### config.mk
export PLATFORM = sky130hd
export DESIGN_NAME = area_bus_config
export DESIGN_NICKNAME = d
export VERILOG_FILES = /design/src/inc/area_bus_pkg.sv /design/src/logic/area_access_decode.sv /design/src/logic/area_bus_config.sv
export SDC_FILE = /design/constraint.sdc
export NUM_CORES = 1
export LEC_CHECK = 0
export BUFFER_PORTS_ARGS = -buffer_cell sky130_fd_sc_hd__buf_4
export CORE_MARGIN = 2
export CORE_UTILIZATION = 47
export DETAILED_ROUTE_END_ITERATION = 10
export GPL_TIMING_DRIVEN = 0
export PLACE_DENSITY = 0.8
export REMOVE_ABC_BUFFERS = 1
export SLEW_MARGIN = 25
export SYNTH_ARGS = -nofsm -noshare
export SYNTH_HDL_FRONTEND = slang
export SYNTH_HIERARCHICAL = 1
export SYNTH_SLANG_ARGS = --single-unit
### constraint.sdc
create_clock -name ref_clk -period 2 [get_ports ref_clk]
set_clock_uncertainty 0.1 [all_clocks]
set_input_delay 0 -clock ref_clk [delete_from_list [all_inputs] [get_ports ref_clk]]
set_output_delay 0 -clock ref_clk [all_outputs]
set_load 0.02 [all_outputs]
### src/inc/area_bus_pkg.sv
package area_bus_pkg;

    localparam int          AREA_COUNT       = 8;
    localparam int          ADDR_W           = 4;

    // Byte addresses of the two registers and the derived status word.
    localparam logic [3:0]  WIDTH_SEL_OFFSET = 4'h0;
    localparam logic [3:0]  STATE_SEL_OFFSET = 4'h4;
    localparam logic [3:0]  BUS_STATUS_OFFSET = 4'h8;

    // Status word fields.
    localparam int          STATUS_WIDE_BIT  = 0;
    localparam int          STATUS_SCHIP_BIT = 1;

    // Reset values.
    localparam logic [7:0]  WIDTH_RESET_NARROW = 8'hff;
    localparam logic [7:0]  WIDTH_RESET_WIDE   = 8'h00;
    localparam logic [7:0]  STATE_RESET        = 8'hff;

    // Operating mode codes.
    localparam logic [2:0]  MODE_SINGLE_CHIP = 3'h7;

    // Access lengths in states.
    localparam logic [1:0]  STATES_SHORT = 2'h2;
    localparam logic [1:0]  STATES_LONG  = 2'h3;

    localparam logic [1:0]  RESP_OKAY   = 2'h0;
    localparam logic [1:0]  RESP_SLVERR = 2'h2;

    typedef enum logic [1:0] {
        TARGET_EXTERNAL,
        TARGET_ONCHIP_MEM,
        TARGET_INTERNAL_IO
    } target_t;

endpackage

### src/logic/area_access_decode.sv
module area_access_decode
    import area_bus_pkg::*;
(
    input  wire logic [7:0] width_bits,
    input  wire logic [7:0] state_bits,
    input  wire logic [2:0] area,
    input  wire target_t    target,
    input  wire logic       single_chip,
    input  wire logic [1:0] fixed_states,
    input  wire logic       fixed_wide,
    output logic            access_wide,
    output logic [1:0]      access_states
);
    // External areas only honour the per-area bits outside single-chip mode.
    wire ext_cfg = (target == TARGET_EXTERNAL) && !single_chip;
    wire sel_w   = width_bits[area];
    wire sel_s   = state_bits[area];

    assign access_wide   = ext_cfg ? !sel_w : fixed_wide;
    assign access_states = ext_cfg ? (sel_s ? STATES_LONG : STATES_SHORT)
                                   : fixed_states;
endmodule

### src/logic/area_bus_config.sv
// The implementer's own choices: the AXI4-Lite register port and the placing of the registers.
module area_bus_config
    import area_bus_pkg::*;
(
    input  wire logic                ref_clk,
    input  wire logic                reset,
    input  wire logic                hw_standby,
    input  wire logic                sw_standby,
    input  wire logic [2:0]          op_mode,
    input  wire logic [area_bus_pkg::ADDR_W-1:0] s_axi_awaddr,
    input  wire logic                s_axi_awvalid,
    output logic                     s_axi_awready,
    input  wire logic [31:0]         s_axi_wdata,
    input  wire logic [3:0]          s_axi_wstrb,
    input  wire logic                s_axi_wvalid,
    output logic                     s_axi_wready,
    output logic [1:0]               s_axi_bresp,
    output logic                     s_axi_bvalid,
    input  wire logic                s_axi_bready,
    input  wire logic [area_bus_pkg::ADDR_W-1:0] s_axi_araddr,
    input  wire logic                s_axi_arvalid,
    output logic                     s_axi_arready,
    output logic [31:0]              s_axi_rdata,
    output logic [1:0]               s_axi_rresp,
    output logic                     s_axi_rvalid,
    input  wire logic                s_axi_rready,
    input  wire logic [2:0]          access_area,
    input  wire area_bus_pkg::target_t access_target,
    input  wire logic [1:0]          fixed_states,
    input  wire logic                fixed_wide,
    output logic                     bus_wide_mode,
    output logic                     port4_is_gpio,
    output logic                     access_wide,
    output logic [1:0]               access_states,
    output logic [7:0]               area_width_bits,
    output logic [7:0]               area_state_count_bits
);
    import area_bus_pkg::*;

    // Mode straps come from pins, so they pass four flops before use.
    logic [2:0] mode_s1_q, mode_s2_q, mode_s3_q, mode_q;
    logic [7:0] width_q, state_q;
    logic [ADDR_W-1:0] awaddr_q, araddr_q;
    logic [7:0] wdata_q;
    logic       wbyte_q;
    logic       aw_held_q, w_held_q;
    logic       awready_q, wready_q, bvalid_q, arready_q, rvalid_q;
    logic [1:0] bresp_q, rresp_q;
    logic [31:0] rdata_q;
    logic       wide_q, gpio_q, acc_wide_q;
    logic [1:0] acc_states_q;

    function automatic logic is_mapped(input logic [ADDR_W-1:0] a);
        is_mapped = (a == WIDTH_SEL_OFFSET) || (a == STATE_SEL_OFFSET)
                 || (a == BUS_STATUS_OFFSET);
    endfunction

    wire mode_stable = (mode_s2_q == mode_s3_q);
    wire single_chip = (mode_q == MODE_SINGLE_CHIP);

    // Modes 2, 4 and 7 reset every area to 16-bit width, the others to 8-bit.
    wire        wide_mode_reset = (mode_q == 3'h2) || (mode_q == 3'h4) || (mode_q == 3'h7);
    wire [7:0]  width_init = wide_mode_reset ? WIDTH_RESET_WIDE
                                             : WIDTH_RESET_NARROW;

    // Hardware standby initialises like reset; software standby is not an init source.
    wire        init_regs = reset || hw_standby;

    wire        aw_take = s_axi_awvalid && awready_q;
    wire        w_take  = s_axi_wvalid && wready_q;
    wire        aw_have = aw_held_q || aw_take;
    wire        w_have  = w_held_q || w_take;
    wire [ADDR_W-1:0] wr_addr = aw_held_q ? awaddr_q : s_axi_awaddr;
    wire [7:0]  wr_data = w_held_q ? wdata_q : s_axi_wdata[7:0];
    wire        wr_lane = w_held_q ? wbyte_q : s_axi_wstrb[0];
    wire        wr_fire = aw_have && w_have && !bvalid_q;
    wire        wr_width = wr_fire && wr_lane && (wr_addr == WIDTH_SEL_OFFSET);
    wire        wr_state = wr_fire && wr_lane && (wr_addr == STATE_SEL_OFFSET);
    wire        wr_ok = (wr_addr == WIDTH_SEL_OFFSET) || (wr_addr == STATE_SEL_OFFSET)
                     || (wr_addr == BUS_STATUS_OFFSET);

    wire        ar_take = s_axi_arvalid && arready_q;
    wire [31:0] status_word = {30'h0, single_chip, wide_q};
    wire [31:0] rd_value;
    assign rd_value = (s_axi_araddr == WIDTH_SEL_OFFSET) ? {24'h0, width_q} :
                      (s_axi_araddr == STATE_SEL_OFFSET) ? {24'h0, state_q} :
                      (s_axi_araddr == BUS_STATUS_OFFSET) ? status_word : 32'h0;

    // All-ones width register means every area is byte wide: 8-bit bus mode.
    wire        all_narrow = &width_q;

    wire        dec_wide;
    wire [1:0]  dec_states;

    area_access_decode u_decode (
        .width_bits    (width_q),
        .state_bits    (state_q),
        .area          (access_area),
        .target        (access_target),
        .single_chip   (single_chip),
        .fixed_states  (fixed_states),
        .fixed_wide    (fixed_wide),
        .access_wide   (dec_wide),
        .access_states (dec_states)
    );

    always_ff @(posedge ref_clk) begin
        mode_s1_q <= op_mode;
        mode_s2_q <= mode_s1_q;
        mode_s3_q <= mode_s2_q;
        if (mode_stable) begin
            mode_q <= mode_s3_q;
        end
    end

    always_ff @(posedge ref_clk) begin
        if (init_regs) begin
            width_q <= width_init;
            state_q <= STATE_RESET;
        end else begin
            if (wr_width) begin
                width_q <= wr_data;
            end
            if (wr_state) begin
                state_q <= wr_data;
            end
        end
    end

    always_ff @(posedge ref_clk) begin
        if (reset) begin
            aw_held_q <= 1'b0;
            w_held_q  <= 1'b0;
            awaddr_q  <= '0;
            wdata_q   <= 8'h00;
            wbyte_q   <= 1'b0;
            awready_q <= 1'b0;
            wready_q  <= 1'b0;
            bvalid_q  <= 1'b0;
            bresp_q   <= RESP_OKAY;
        end else begin
            if (aw_take) begin
                awaddr_q <= s_axi_awaddr;
            end
            if (w_take) begin
                wdata_q <= s_axi_wdata[7:0];
                wbyte_q <= s_axi_wstrb[0];
            end
            aw_held_q <= aw_have && !wr_fire;
            w_held_q  <= w_have && !wr_fire;
            awready_q <= !aw_have && !bvalid_q && !awready_q;
            wready_q  <= !w_have && !bvalid_q && !wready_q;
            if (wr_fire) begin
                bvalid_q <= 1'b1;
                bresp_q  <= wr_ok ? RESP_OKAY : RESP_SLVERR;
            end else if (s_axi_bready) begin
                bvalid_q <= 1'b0;
            end
        end
    end

    always_ff @(posedge ref_clk) begin
        if (reset) begin
            arready_q <= 1'b0;
            rvalid_q  <= 1'b0;
            rdata_q   <= 32'h0;
            rresp_q   <= RESP_OKAY;
        end else begin
            arready_q <= !rvalid_q && !arready_q && s_axi_arvalid;
            if (ar_take) begin
                rvalid_q <= 1'b1;
                rdata_q  <= rd_value;
                rresp_q  <= is_mapped(s_axi_araddr) ? RESP_OKAY : RESP_SLVERR;
            end else if (s_axi_rready) begin
                rvalid_q <= 1'b0;
            end
        end
    end

    always_ff @(posedge ref_clk) begin
        if (reset) begin
            wide_q       <= 1'b0;
            gpio_q       <= 1'b0;
            acc_wide_q   <= 1'b0;
            acc_states_q <= STATES_LONG;
        end else begin
            // Single-chip mode has no external bus, so wide mode is cleared and port 4 is reported free.
            wide_q       <= !all_narrow && !single_chip;
            gpio_q       <= all_narrow || single_chip;
            acc_wide_q   <= dec_wide;
            acc_states_q <= dec_states;
        end
    end

    assign s_axi_awready = awready_q;
    assign s_axi_wready  = wready_q;
    assign s_axi_bvalid  = bvalid_q;
    assign s_axi_bresp   = bresp_q;
    assign s_axi_arready = arready_q;
    assign s_axi_rvalid  = rvalid_q;
    assign s_axi_rdata   = rdata_q;
    assign s_axi_rresp   = rresp_q;
    assign bus_wide_mode = wide_q;
    assign port4_is_gpio = gpio_q;
    assign access_wide   = acc_wide_q;
    assign access_states = acc_states_q;
    assign area_width_bits       = width_q;
    assign area_state_count_bits = state_q;
endmodule

==> metrics.md, run 1 <==
| Metric | Value |
|---|---|
| Syn. warnings | `6` |
| DP Wirelength | `4280 µm` |
| Buf/Inv on CP | `2` |
| Slowest CP cell | `dlygate4sd3_1` |
| Crit. End Element | `flip-flop` |
| TritonCTS Buffers | `9` |
| Synth async-reset ratio | `0%` |
| Max_slew headroom | `59.6%` |
| Cell count after synthesis | `289` |
| Most used cell, CP | `dlygate4sd3_1` |
| Post-synth cell types | `40` |
| Final net count | `478` |
| Post-Route WL | `6870 µm` |
| Dpl cell area | `3240 µm²` |
| Seq/Total Area, Yosys | `48.7%` |
| CP max FO | `8` |
| Share of cells above drive strength 1 | `27.4%` |
| Initial DRC Count | `110` |
| # rows | `28` |
| Most frequent cells in the layout | `77 x buf_4, 51 x dlygate4sd3_1, 50 x dfxtp_1` |
| Port Buffers | `71` |
| Largest net degree at the start of global routing | `39` |
| Slowest stage delay, CP | `580 ps` |
| RSZ-0062 raised after global routing | `false` |
| Area of the multi-input gates | `1240 µm²` |
| Outcome | `finished clean` |
| DRT Pass-1 Iters | `4` |
| Final Util | `68.3%` |
| Die Span X | `81.4 µm` |
| Die area | `6630 µm²` |
| PD cells | `715 nW/µm²` |
| Worst slew pin tran | `600 ps` |
| Commonest non-fill, non-tap cell in the layout | `buf_4` |
| Vias per std cell | `5.01` |
| Post-synth EDFFs | `11` |
| Routed wire length per instance | `13.9 µm` |
| Vias after detailed routing | `2474` |
| Post-route DRC violation count | `0` |
| ANT nets after route | `0` |
| GRT overflow | `0` |
| CP arrival | `2100 ps` |
| Min-delay worst type | `in2reg` |
| Min Tclk post-route | `1920 ps` |
| Worst-skew pair later-pin latency | `340 ps` |
| Number of fillers in the final layout | `434` |
| Post-place setup slack | `-222 ps` |
| Setup slack after layout | `80.5 ps` |
| CTS tree | `done` |
| Clk root buf | `clkbuf_8` |
| Post-synthesis cell area | `2820 µm²` |
| Setup CP Type | `reg2reg` |
| Setup violations, final | `0` |
| Met2 Use GR | `33.7%` |
| Synthesis-to-finish area growth | `41.9%` |
| Antenna violations before repair | `0` |
| Synthesized flop and latch total | `63` |
| Ant diodes | `0` |
| Core footprint | `5850 µm²` |
| Clk slew on worst S/H paths | `70 ps` |
| Die height | `81.4 µm` |
| Max Root-Sink Buffers | `2` |
| Top Family by Delay on Critical Path | `buffers and inverters` |
| Fin area | `4000 µm²` |
| Fmax | `521 MHz` |
| GR Layer Usage met1 | `23.9%` |
| Worst hold slack | `30.9 ps` |
| Top Usage Layer GRT | `met2` |
| Startpoint Class | `flip-flop` |
| Gr usage total | `20.1%` |
| Slew Limit Fails | `0` |
| MaxCap Viol Count | `0` |
| Met3 usage | `5.38%` |
| Worst vdd ir | `498 µV` |
| Initial core utilization | `48.1%` |
| CTS Sinks | `63` |
| Power, Total | `2860 µW` |
| Leak Pwr | `0.00173 µW` |
| Routability cong. | `0.760` |
| Final Cycle Share | `96.0%` |
| Sequential Area | `1370 µm²` |
| Top_reg_cell synth | `dfxtp_1` |
| Final Hold Fails | `0` |
| WP data required | `2180 ps` |
| Worst path cell trace | `nand3_1 -> dlygate4sd3_1 -> a21oi_1 -> dlygate4sd3_1` |
| Post-Syn Area per Cell | `9.75 µm²` |
| First-pass GRT wire length | `9960 µm` |
| H-Tree Depth | `3` |
| I/O Pins | `126` |
| Vias in the first global route | `2225` |
==> state kept, by name (all words and copies together), names as in the netlist <==
signal / flops
s_axi_bresp: 1
access_states: 2
area_state_count_bits: 8
access_wide: 1
s_axi_rdata: 8
s_axi_awready: 1
awaddr_q: 4
wbyte_q: 1
s_axi_bvalid: 1
mode_s2_q: 3
mode_q: 3
port4_is_gpio: 1
wdata_q: 8
s_axi_rvalid: 1
mode_s3_q: 3
area_width_bits: 8
bus_wide_mode: 1
w_held_q: 1
aw_held_q: 1
s_axi_rresp: 1
s_axi_arready: 1
mode_s1_q: 3
s_axi_wready: 1
==> layer usage <==
layer | wire, µm | up-vias
li1 | - | 1216
met1 | 2890 | 1148
met2 | 3320 | 100
met3 | 568 | 10
met4 | 91 | 0
met5 | 0 | -
==> report_power, final <==
group / switching, µW / internal, µW / total (µW) / leakage, µW
Combinational: 247 / 233 / 480 / 0.00112
Sequential: 59.4 / 1360 / 1410 / 0.000537
Clock: 514 / 447 / 962 / 0.0000812
Total: 821 / 2040 / 2860 / 0.00173
==> final cells by class <==
class	instances	share of cell area (%)
Clock inverter	7	1.25
Sequential cell	63	34.4
Timing Repair Buffer	129	27.5
Clock buffer	9	3.10
Inverter	3	0.282
Tap cell	75	2.35
Multi-Input combinational cell	208	31.1
==> repair_timing <==
action                     4_1_cts  5_1_grt
resized for setup                2        5
hold endpoints to repair        50        0
pin swaps                        1        1
setup buffers                    1        6
hold buffers                    51        0
setup endpoints to repair       14       21
==> tightest hold or removal path: cells and delay by family <==
kind            cells  cell delay (ps)
compound gates      1              150
buf+inv             1              110
simple gates        2              170
==> through the flow <==
step	setup TNS, ps	instances
finish	0	494
global route	0	494
CTS	0	488
detailed placement	-1790	420
global placement	-1400	420
floorplan	0	274
==> kinds of logic (layout without fill, tap and decap cells) <==
logic type	after synthesis	in the layout	synth area share [%]
DFF	63	63	48.7
and+or+nand+nor	87	87	15.8
AOI/OAI and AO/OA	61	61	11.4
buffers and inverters	43	148	10.9
other	1	26	0.133
muxes	30	30	11.8
xor gates and xnor gates	4	4	1.24
==> final timing paths <==
| kind | cells after the start | startpoint | slack [ps] | end |
|---|---|---|---|---|
| worst max-delay path | 4 | s_axi_awready | 80 | awaddr_q[1] |
| worst min-delay path | 4 | s_axi_awvalid | 30 | w_held_q |
| worst max register to register | 4 | s_axi_awready | 80 | awaddr_q[1] |
| worst min register to register | 0 | mode_s1_q[2] | 230 | mode_s2_q[2] |
==> Yosys cell counts, drive strengths merged (3+ instances only) <==
cell type	n	share of area (%)
dfxtp	52	37
a21oi	33	5.9
buf	32	9.1
nand2	29	3.9
mux2i	26	9.4
o21ai	22	3.9
nor2	13	1.7
nor3	12	2.1
edfxtp	11	12
and3	8	2.0
clkbuf	8	1.4
nand3	6	1.1
xor2	4	1.2
inv	3	0.40
nor4	3	1.2
or2	3	0.67
Power figures use the tool's default switching activity.
==> run 2: changes to the inputs <==
==> constraint.sdc (replaced) <==
create_clock -name ref_clk -period 2 [get_ports ref_clk]
set_clock_uncertainty 0.1 [all_clocks]
set_input_delay 0.1 -clock ref_clk [delete_from_list [all_inputs] [get_ports ref_clk]]
set_output_delay 0.1 -clock ref_clk [all_outputs]
set_load 0.02 [all_outputs]
==> metrics.md, run 2 (synthesis gave the netlist of run 1 again) <==
| Metric | Value |
|---|---|
| Outcome | `finished clean` |
| Core footprint | `5850 µm² (unchanged)` |
| Leak Pwr | `0.00159 µW (-8.4%)` |
| Post-Route WL | `6460 µm (-6.0%)` |
| First-pass GRT wire length | `9540 µm (-4.2%)` |
| Sequential Area | `1370 µm² (about the same)` |
| Die height | `81.4 µm (unchanged)` |
| RSZ-0062 raised after global routing | `false` |
| Top Family by Delay on Critical Path | `simple AND/OR/NAND/NOR gates` |
| CTS tree | `done` |
| CP arrival | `1790 ps (-310 ps)` |
| Routed wire length per instance | `13.8 µm (-1.0%)` |
| CP max FO | `8 (unchanged)` |
| Synthesis-to-finish area growth | `32.9%` |
| Max Root-Sink Buffers | `2 (unchanged)` |
| Commonest non-fill, non-tap cell in the layout | `buf_4` |
| Worst path cell trace | `a21oi_1 -> nor3_2 -> nand3_1 -> nand2_1` |
| Inst Count DP | `420 (unchanged)` |
| I/O Pins | `126 (unchanged)` |
| Area of the multi-input gates | `1240 µm² (-0.60%)` |
| Setup violations, final | `0 (unchanged)` |
| Routability cong. | `0.760 (unchanged)` |
| PD cells | `750 nW/µm² (+5.0%)` |
| Startpoint Class | `flip-flop` |
| H-Tree Depth | `3 (unchanged)` |
| Vias in the first global route | `2104 (-5.4%)` |
| Setup TNS | `0 ps (unchanged)` |
| Post-place setup slack | `-222 ps (unchanged)` |
| CTS Sinks | `63 (unchanged)` |
| Crit. path cell count | `4 (unchanged)` |
| DP Wirelength | `4280 µm (unchanged)` |
| Initial DRC Count | `143 (+30%)` |
| Worst slew pin tran | `589 ps (-11.1 ps)` |
| Vias after detailed routing | `2377 (-3.9%)` |
| Vias per std cell | `5.07 (+1.2%)` |
| Worst-skew pair later-pin latency | `340 ps (about the same)` |
| Gr usage total | `19.3% (-0.73 points)` |
| MaxCap Viol Count | `0 (unchanged)` |
| TritonCTS Buffers | `9 (unchanged)` |
| Slowest CP cell | `dfxtp_1` |
| ANT nets after route | `0 (unchanged)` |
| Clk root buf | `clkbuf_8` |
| Slew Limit Fails | `0 (unchanged)` |
| Initial core utilization | `48.1% (unchanged)` |
| Crit. End Element | `flip-flop` |
| Share of cells above drive strength 1 | `27.4% (-0.035 points)` |
| WP data required | `1910 ps (-270 ps)` |
| Post-route DRC violation count | `0 (unchanged)` |
| Final net count | `453 (-5.2%)` |
| Largest net degree at the start of global routing | `39 (unchanged)` |
| Min Tclk post-route | `1880 ps (-38.8 ps)` |
| Setup slack after layout | `119 ps (+38.8 ps)` |
| Final std cells w/o fill | `469 (-5.1%)` |
| Final Cycle Share | `94.0% (-1.9 points)` |
| Setup CP Type | `reg2reg` |
| Die area | `6630 µm² (unchanged)` |
| Worst vdd ir | `501 µV (+0.51%)` |
| WHS Path Cells | `3 (-1)` |
| Clk slew on worst S/H paths | `70 ps (about the same)` |
| Ant diodes | `0 (unchanged)` |
| Max_slew headroom | `60.3% (+0.75 points)` |
| # rows | `28 (unchanged)` |
| Worst hold slack | `16.4 ps (-14.6 ps)` |
| Min-delay worst type | `in2reg` |
| Antenna violations before repair | `0 (unchanged)` |
| Port Buffers | `71 (unchanged)` |
| Die Span X | `81.4 µm (unchanged)` |
| DRT Pass-1 Iters | `4 (unchanged)` |
| Most frequent cells in the layout | `74 x buf_4, 51 x dfxtp_1, 33 x a21oi_1` |
| Buf/Inv on CP | `0 (-2)` |
| Worst R2R Path Depth | `4 (unchanged)` |
| Final Hold Fails | `0 (unchanged)` |
| Slowest stage delay, CP | `480 ps (-100 ps)` |
| GRT overflow | `0 (unchanged)` |
| Fmax | `532 MHz (+2.1%)` |
| Number of fillers in the final layout | `478 (+10%)` |
-- run 2: metal layers --
| metal | share of wire [%] | global-route usage (%) | wire length (µm) |
|---|---|---|---|
| met5 | 0 | 0 | 0 |
| met2 | 48 | 30.9 | 3100 |
| met1 | 42 | 23.3 | 2750 |
| met3 | 7.8 | 6.59 | 503 |
| met4 | 1.8 | 9.32 | 114 |
-- run 2: cell type report --
type                    instances  area share, %
clock buffers                   9           3.31
multi-input cells             208           33.0
repair buffers                104           22.9
clock inverters                 7           1.34
inverters                       3          0.301
well taps                      75           2.51
flip-flops and latches         63           36.7
-- run 2: path summary, 6_finish.rpt --
check / from / end / slack, ps
max: s_axi_awready / area_width_bits[5] / 120
min: s_axi_araddr[2] / s_axi_rresp[1] / 20
max reg2reg: s_axi_awready / area_width_bits[5] / 120
min reg2reg: mode_s1_q[1] / mode_s2_q[1] / 230
-- run 2: repair_timing --
item	CTS	global route
hold endpoints to repair	31	0
hold buffers	30	0
setup endpoints to repair	14	14
pin swaps	1	1
gates resized for setup	2	1
buffers inserted	1	2
-- run 2: worst reg2reg max path: stages, from the launching register on --
cell	delay, ps
dfxtp_1	480
a21oi_1	220
nor3_2	340
nand3_1	120
nand2_1	290
-- run 2: per-stage QoR --
stage | total power [µW] | cell area [µm²] | util [%]
global placement | 1810 | 3240 | 55.4
detailed placement | 1820 | 3240 | 55.4
CTS | 2820 | 3720 | 63.6
global route | 2930 | 3740 | 64.0
finish | 2810 | 3740 | 64.0
floorplan | 1650 | 2610 | -
-- run 2: power by group --
group | internal (µW) | switching, µW | leakage (µW) | total (µW)
logic | 201 | 239 | 0.000971 | 440
registers | 1350 | 59.0 | 0.000537 | 1410
clock network | 447 | 508 | 0.0000812 | 956
==> run 3: changes to the inputs <==
- CORE_UTILIZATION: 47 -> 50
- PLACE_DENSITY: 0.8 -> 0.84
- clock period: 2 -> 2.2 ns (I/O delays scaled with it)
==> metrics.md, run 3 (synthesis gave the netlist of run 1 again) <==
| Metric | Value |
|---|---|
| Number of fillers in the final layout | `423 (-12%)` |
| Synthesis-to-finish area growth | `32.5%` |
| Final Hold Fails | `0 (unchanged)` |
| Initial core utilization | `51.5% (+3.3 points)` |
| Crit. path cell count | `7 (+3)` |
| DRT Pass-1 Iters | `4 (unchanged)` |
| Most frequent cells in the layout | `71 x buf_4, 51 x dfxtp_1, 33 x a21oi_1` |
| # rows | `27 (-3.6%)` |
| WP data required | `2370 ps (+460 ps)` |
| Crit. End Element | `flip-flop` |
| Inst Count DP | `417 (-0.71%)` |
| CP arrival | `2190 ps (+400 ps)` |
| Setup TNS | `0 ps (unchanged)` |
| Final std cells w/o fill | `460 (-1.9%)` |
| Worst vdd ir | `485 µV (-3.1%)` |
| Port Buffers | `71 (unchanged)` |
| Worst R2R Path Depth | `5 (+1)` |
| Leak Pwr | `0.00159 µW (about the same)` |
| Post-Route WL | `6180 µm (-4.4%)` |
| Vias in the first global route | `2196 (+4.4%)` |
| Vias per std cell | `5.07 (about the same)` |
| PD cells | `746 nW/µm² (-0.58%)` |
| Fmax | `496 MHz` |
| H-Tree Depth | `3 (unchanged)` |
| Slew Limit Fails | `0 (unchanged)` |
| Post-route DRC violation count | `0 (unchanged)` |
| ANT nets after route | `0 (unchanged)` |
| Startpoint Class | `primary input` |
| Top Family by Delay on Critical Path | `buffers and inverters` |
| Max_slew headroom | `52.1% (-8.2 points)` |
| Reg power frac | `46.1% (-4.2 points)` |
| CTS tree | `done` |
| Die height | `79.1 µm (-2.9%)` |
| Final net count | `447 (-1.3%)` |
| RSZ-0062 raised after global routing | `false` |
| Worst path cell trace | `dlygate4sd3_1 -> buf_4 -> nand2_1 -> nor3_1 -> dlygate4sd3_1 -> nand2_1 -> o21ai_0` |
| Commonest non-fill, non-tap cell in the layout | `buf_4` |
| Min Tclk post-route | `2020 ps` |
| Outcome | `finished clean` |
| Slowest stage delay, CP | `610 ps (+130 ps)` |
| Clk root buf | `clkbuf_8` |
| Setup violations, final | `0 (unchanged)` |
| Die Span X | `79.1 µm (-2.9%)` |
| Routability cong. | `0.805 (+5.9%)` |
| Clk slew on worst S/H paths | `70 ps (about the same)` |
| MaxCap Viol Count | `0 (unchanged)` |
| Share of cells above drive strength 1 | `26.5% (-0.86 points)` |
| Post-place setup slack | `-11.8 ps (+210 ps)` |
| Buf/Inv on CP | `3 (+3)` |
| Die area | `6250 µm² (-5.7%)` |
| Pint | `2080 µW (+3.6%)` |
| Comb power frac | `13.9% (-1.8 points)` |
| Core footprint | `5470 µm² (-6.5%)` |
| DP Wirelength | `4190 µm (-2.2%)` |
| P_sw | `708 µW (-12%)` |
| Initial DRC Count | `201 (+41%)` |
| First-pass GRT wire length | `10000 µm (+5.4%)` |
| Worst-skew pair later-pin latency | `340 ps (about the same)` |
| I/O Pins | `126 (unchanged)` |
| Sw Ratio | `25.4% (-3.3 points)` |
| Slowest CP cell | `dlygate4sd3_1` |
| Final Cycle Share | `91.7%` |
| Setup slack after layout | `183 ps (+63.5 ps)` |
| WHS Path Cells | `3 (unchanged)` |
| Setup CP Type | `in2reg` |
| Largest net degree at the start of global routing | `39 (unchanged)` |
| Antenna violations before repair | `0 (unchanged)` |
| TritonCTS Buffers | `9 (unchanged)` |
| Worst hold slack | `17.7 ps (+1.35 ps)` |
| Max Root-Sink Buffers | `2 (unchanged)` |
| Power, Total | `2780 µW (-0.91%)` |
| Gr usage total | `20.7% (+1.4 points)` |
| Worst slew pin tran | `714 ps (+124 ps)` |
| Ant diodes | `0 (unchanged)` |
| Post-CTS Setup Bufs | `0 (-1)` |
| Vias after detailed routing | `2331 (-1.9%)` |
| Min-delay worst type | `in2reg` |
| CP max FO | `16 (+8)` |
| Routed wire length per instance | `13.4 µm (-2.5%)` |
| Clock share of power | `40.0% (+6.0 points)` |
| CTS Sinks | `63 (unchanged)` |
| GRT overflow | `0 (unchanged)` |
[run 3: changes by cell type in the layout (fill, tap and decap cells not counted)]
cell,previous run,this run
clkbuf_8,9,10
nor3_2,1,0
buf_4,74,71
clkinvlp_4,3,1
nor3_1,11,12
clkbuf_1,0,1
dlygate4sd3_1,30,27
bufinv_16,0,2
clkinv_2,2,1
clkinv_4,2,1
[run 3: per-layer routing]
layer | track usage (%) | wire length, µm | share of wire [%] | up-vias
met5 | 0 | 0 | 0 | -
met4 | 12.2 | 136 | 2.2 | 0
met3 | 4.43 | 387 | 6.3 | 13
met2 | 34.0 | 3030 | 49 | 95
met1 | 24.9 | 2620 | 42 | 1071
li1 | - | - | - | 1152
[run 3: path summary, 6_finish.rpt]
path            startpoint        endpoint  slack [ps]
max          s_axi_arvalid  s_axi_rdata[1]         180
min             fixed_wide     access_wide          20
max reg2reg  s_axi_arready  s_axi_rdata[1]         200
min reg2reg   mode_s1_q[1]    mode_s2_q[1]         230
[run 3: metrics by stage]
stage               util, %  area (µm²)
floorplan                 -        2610
global placement       59.1        3240
detailed placement     59.1        3240
CTS                    68.2        3730
global route           68.2        3730
finish                 68.2        3730
[run 3: area by class of cell]
cell class	count	area (µm²)	area share, %
Timing Repair Buffer	98	803	21.5
Multi-Input combinational cell	208	1230	33.0
Sequential cell	63	1370	36.8
Clock buffer	11	141	3.79
Tap cell	72	90.1	2.41
Clock inverter	5	81.3	2.18
Inverter	3	11.3	0.302
[run 3: what timing repair did]
item | 4_1_cts | 5_1_grt
endpoints found under the hold margin | 22 | 0
setup endpoints to repair | 8 | 8
gates resized for setup | 1 | 1
hold buffers | 27 | 0
cloned | 0 | 0
[run 3: power by group through the flow]
stage | Clock [µW] | Sequential, µW | Combinational, µW
2_1_floorplan | 0 | 1330 | 167
3_3_place_gp | 0 | 1310 | 339
3_5_place_dp | 0 | 1310 | 345
4_1_cts | 1120 | 1280 | 384
5_1_grt | 1180 | 1290 | 421
6_report | 1110 | 1280 | 387
[run 3: worst reg2reg max path, delay by kind of cell, from the launching register on]
family | cells | cell delay [ps]
AOI/OAI and AO/OA | 1 | 130
DFF | 1 | 370
and+or+nand+nor | 3 | 730
buffers and inverters | 1 | 610
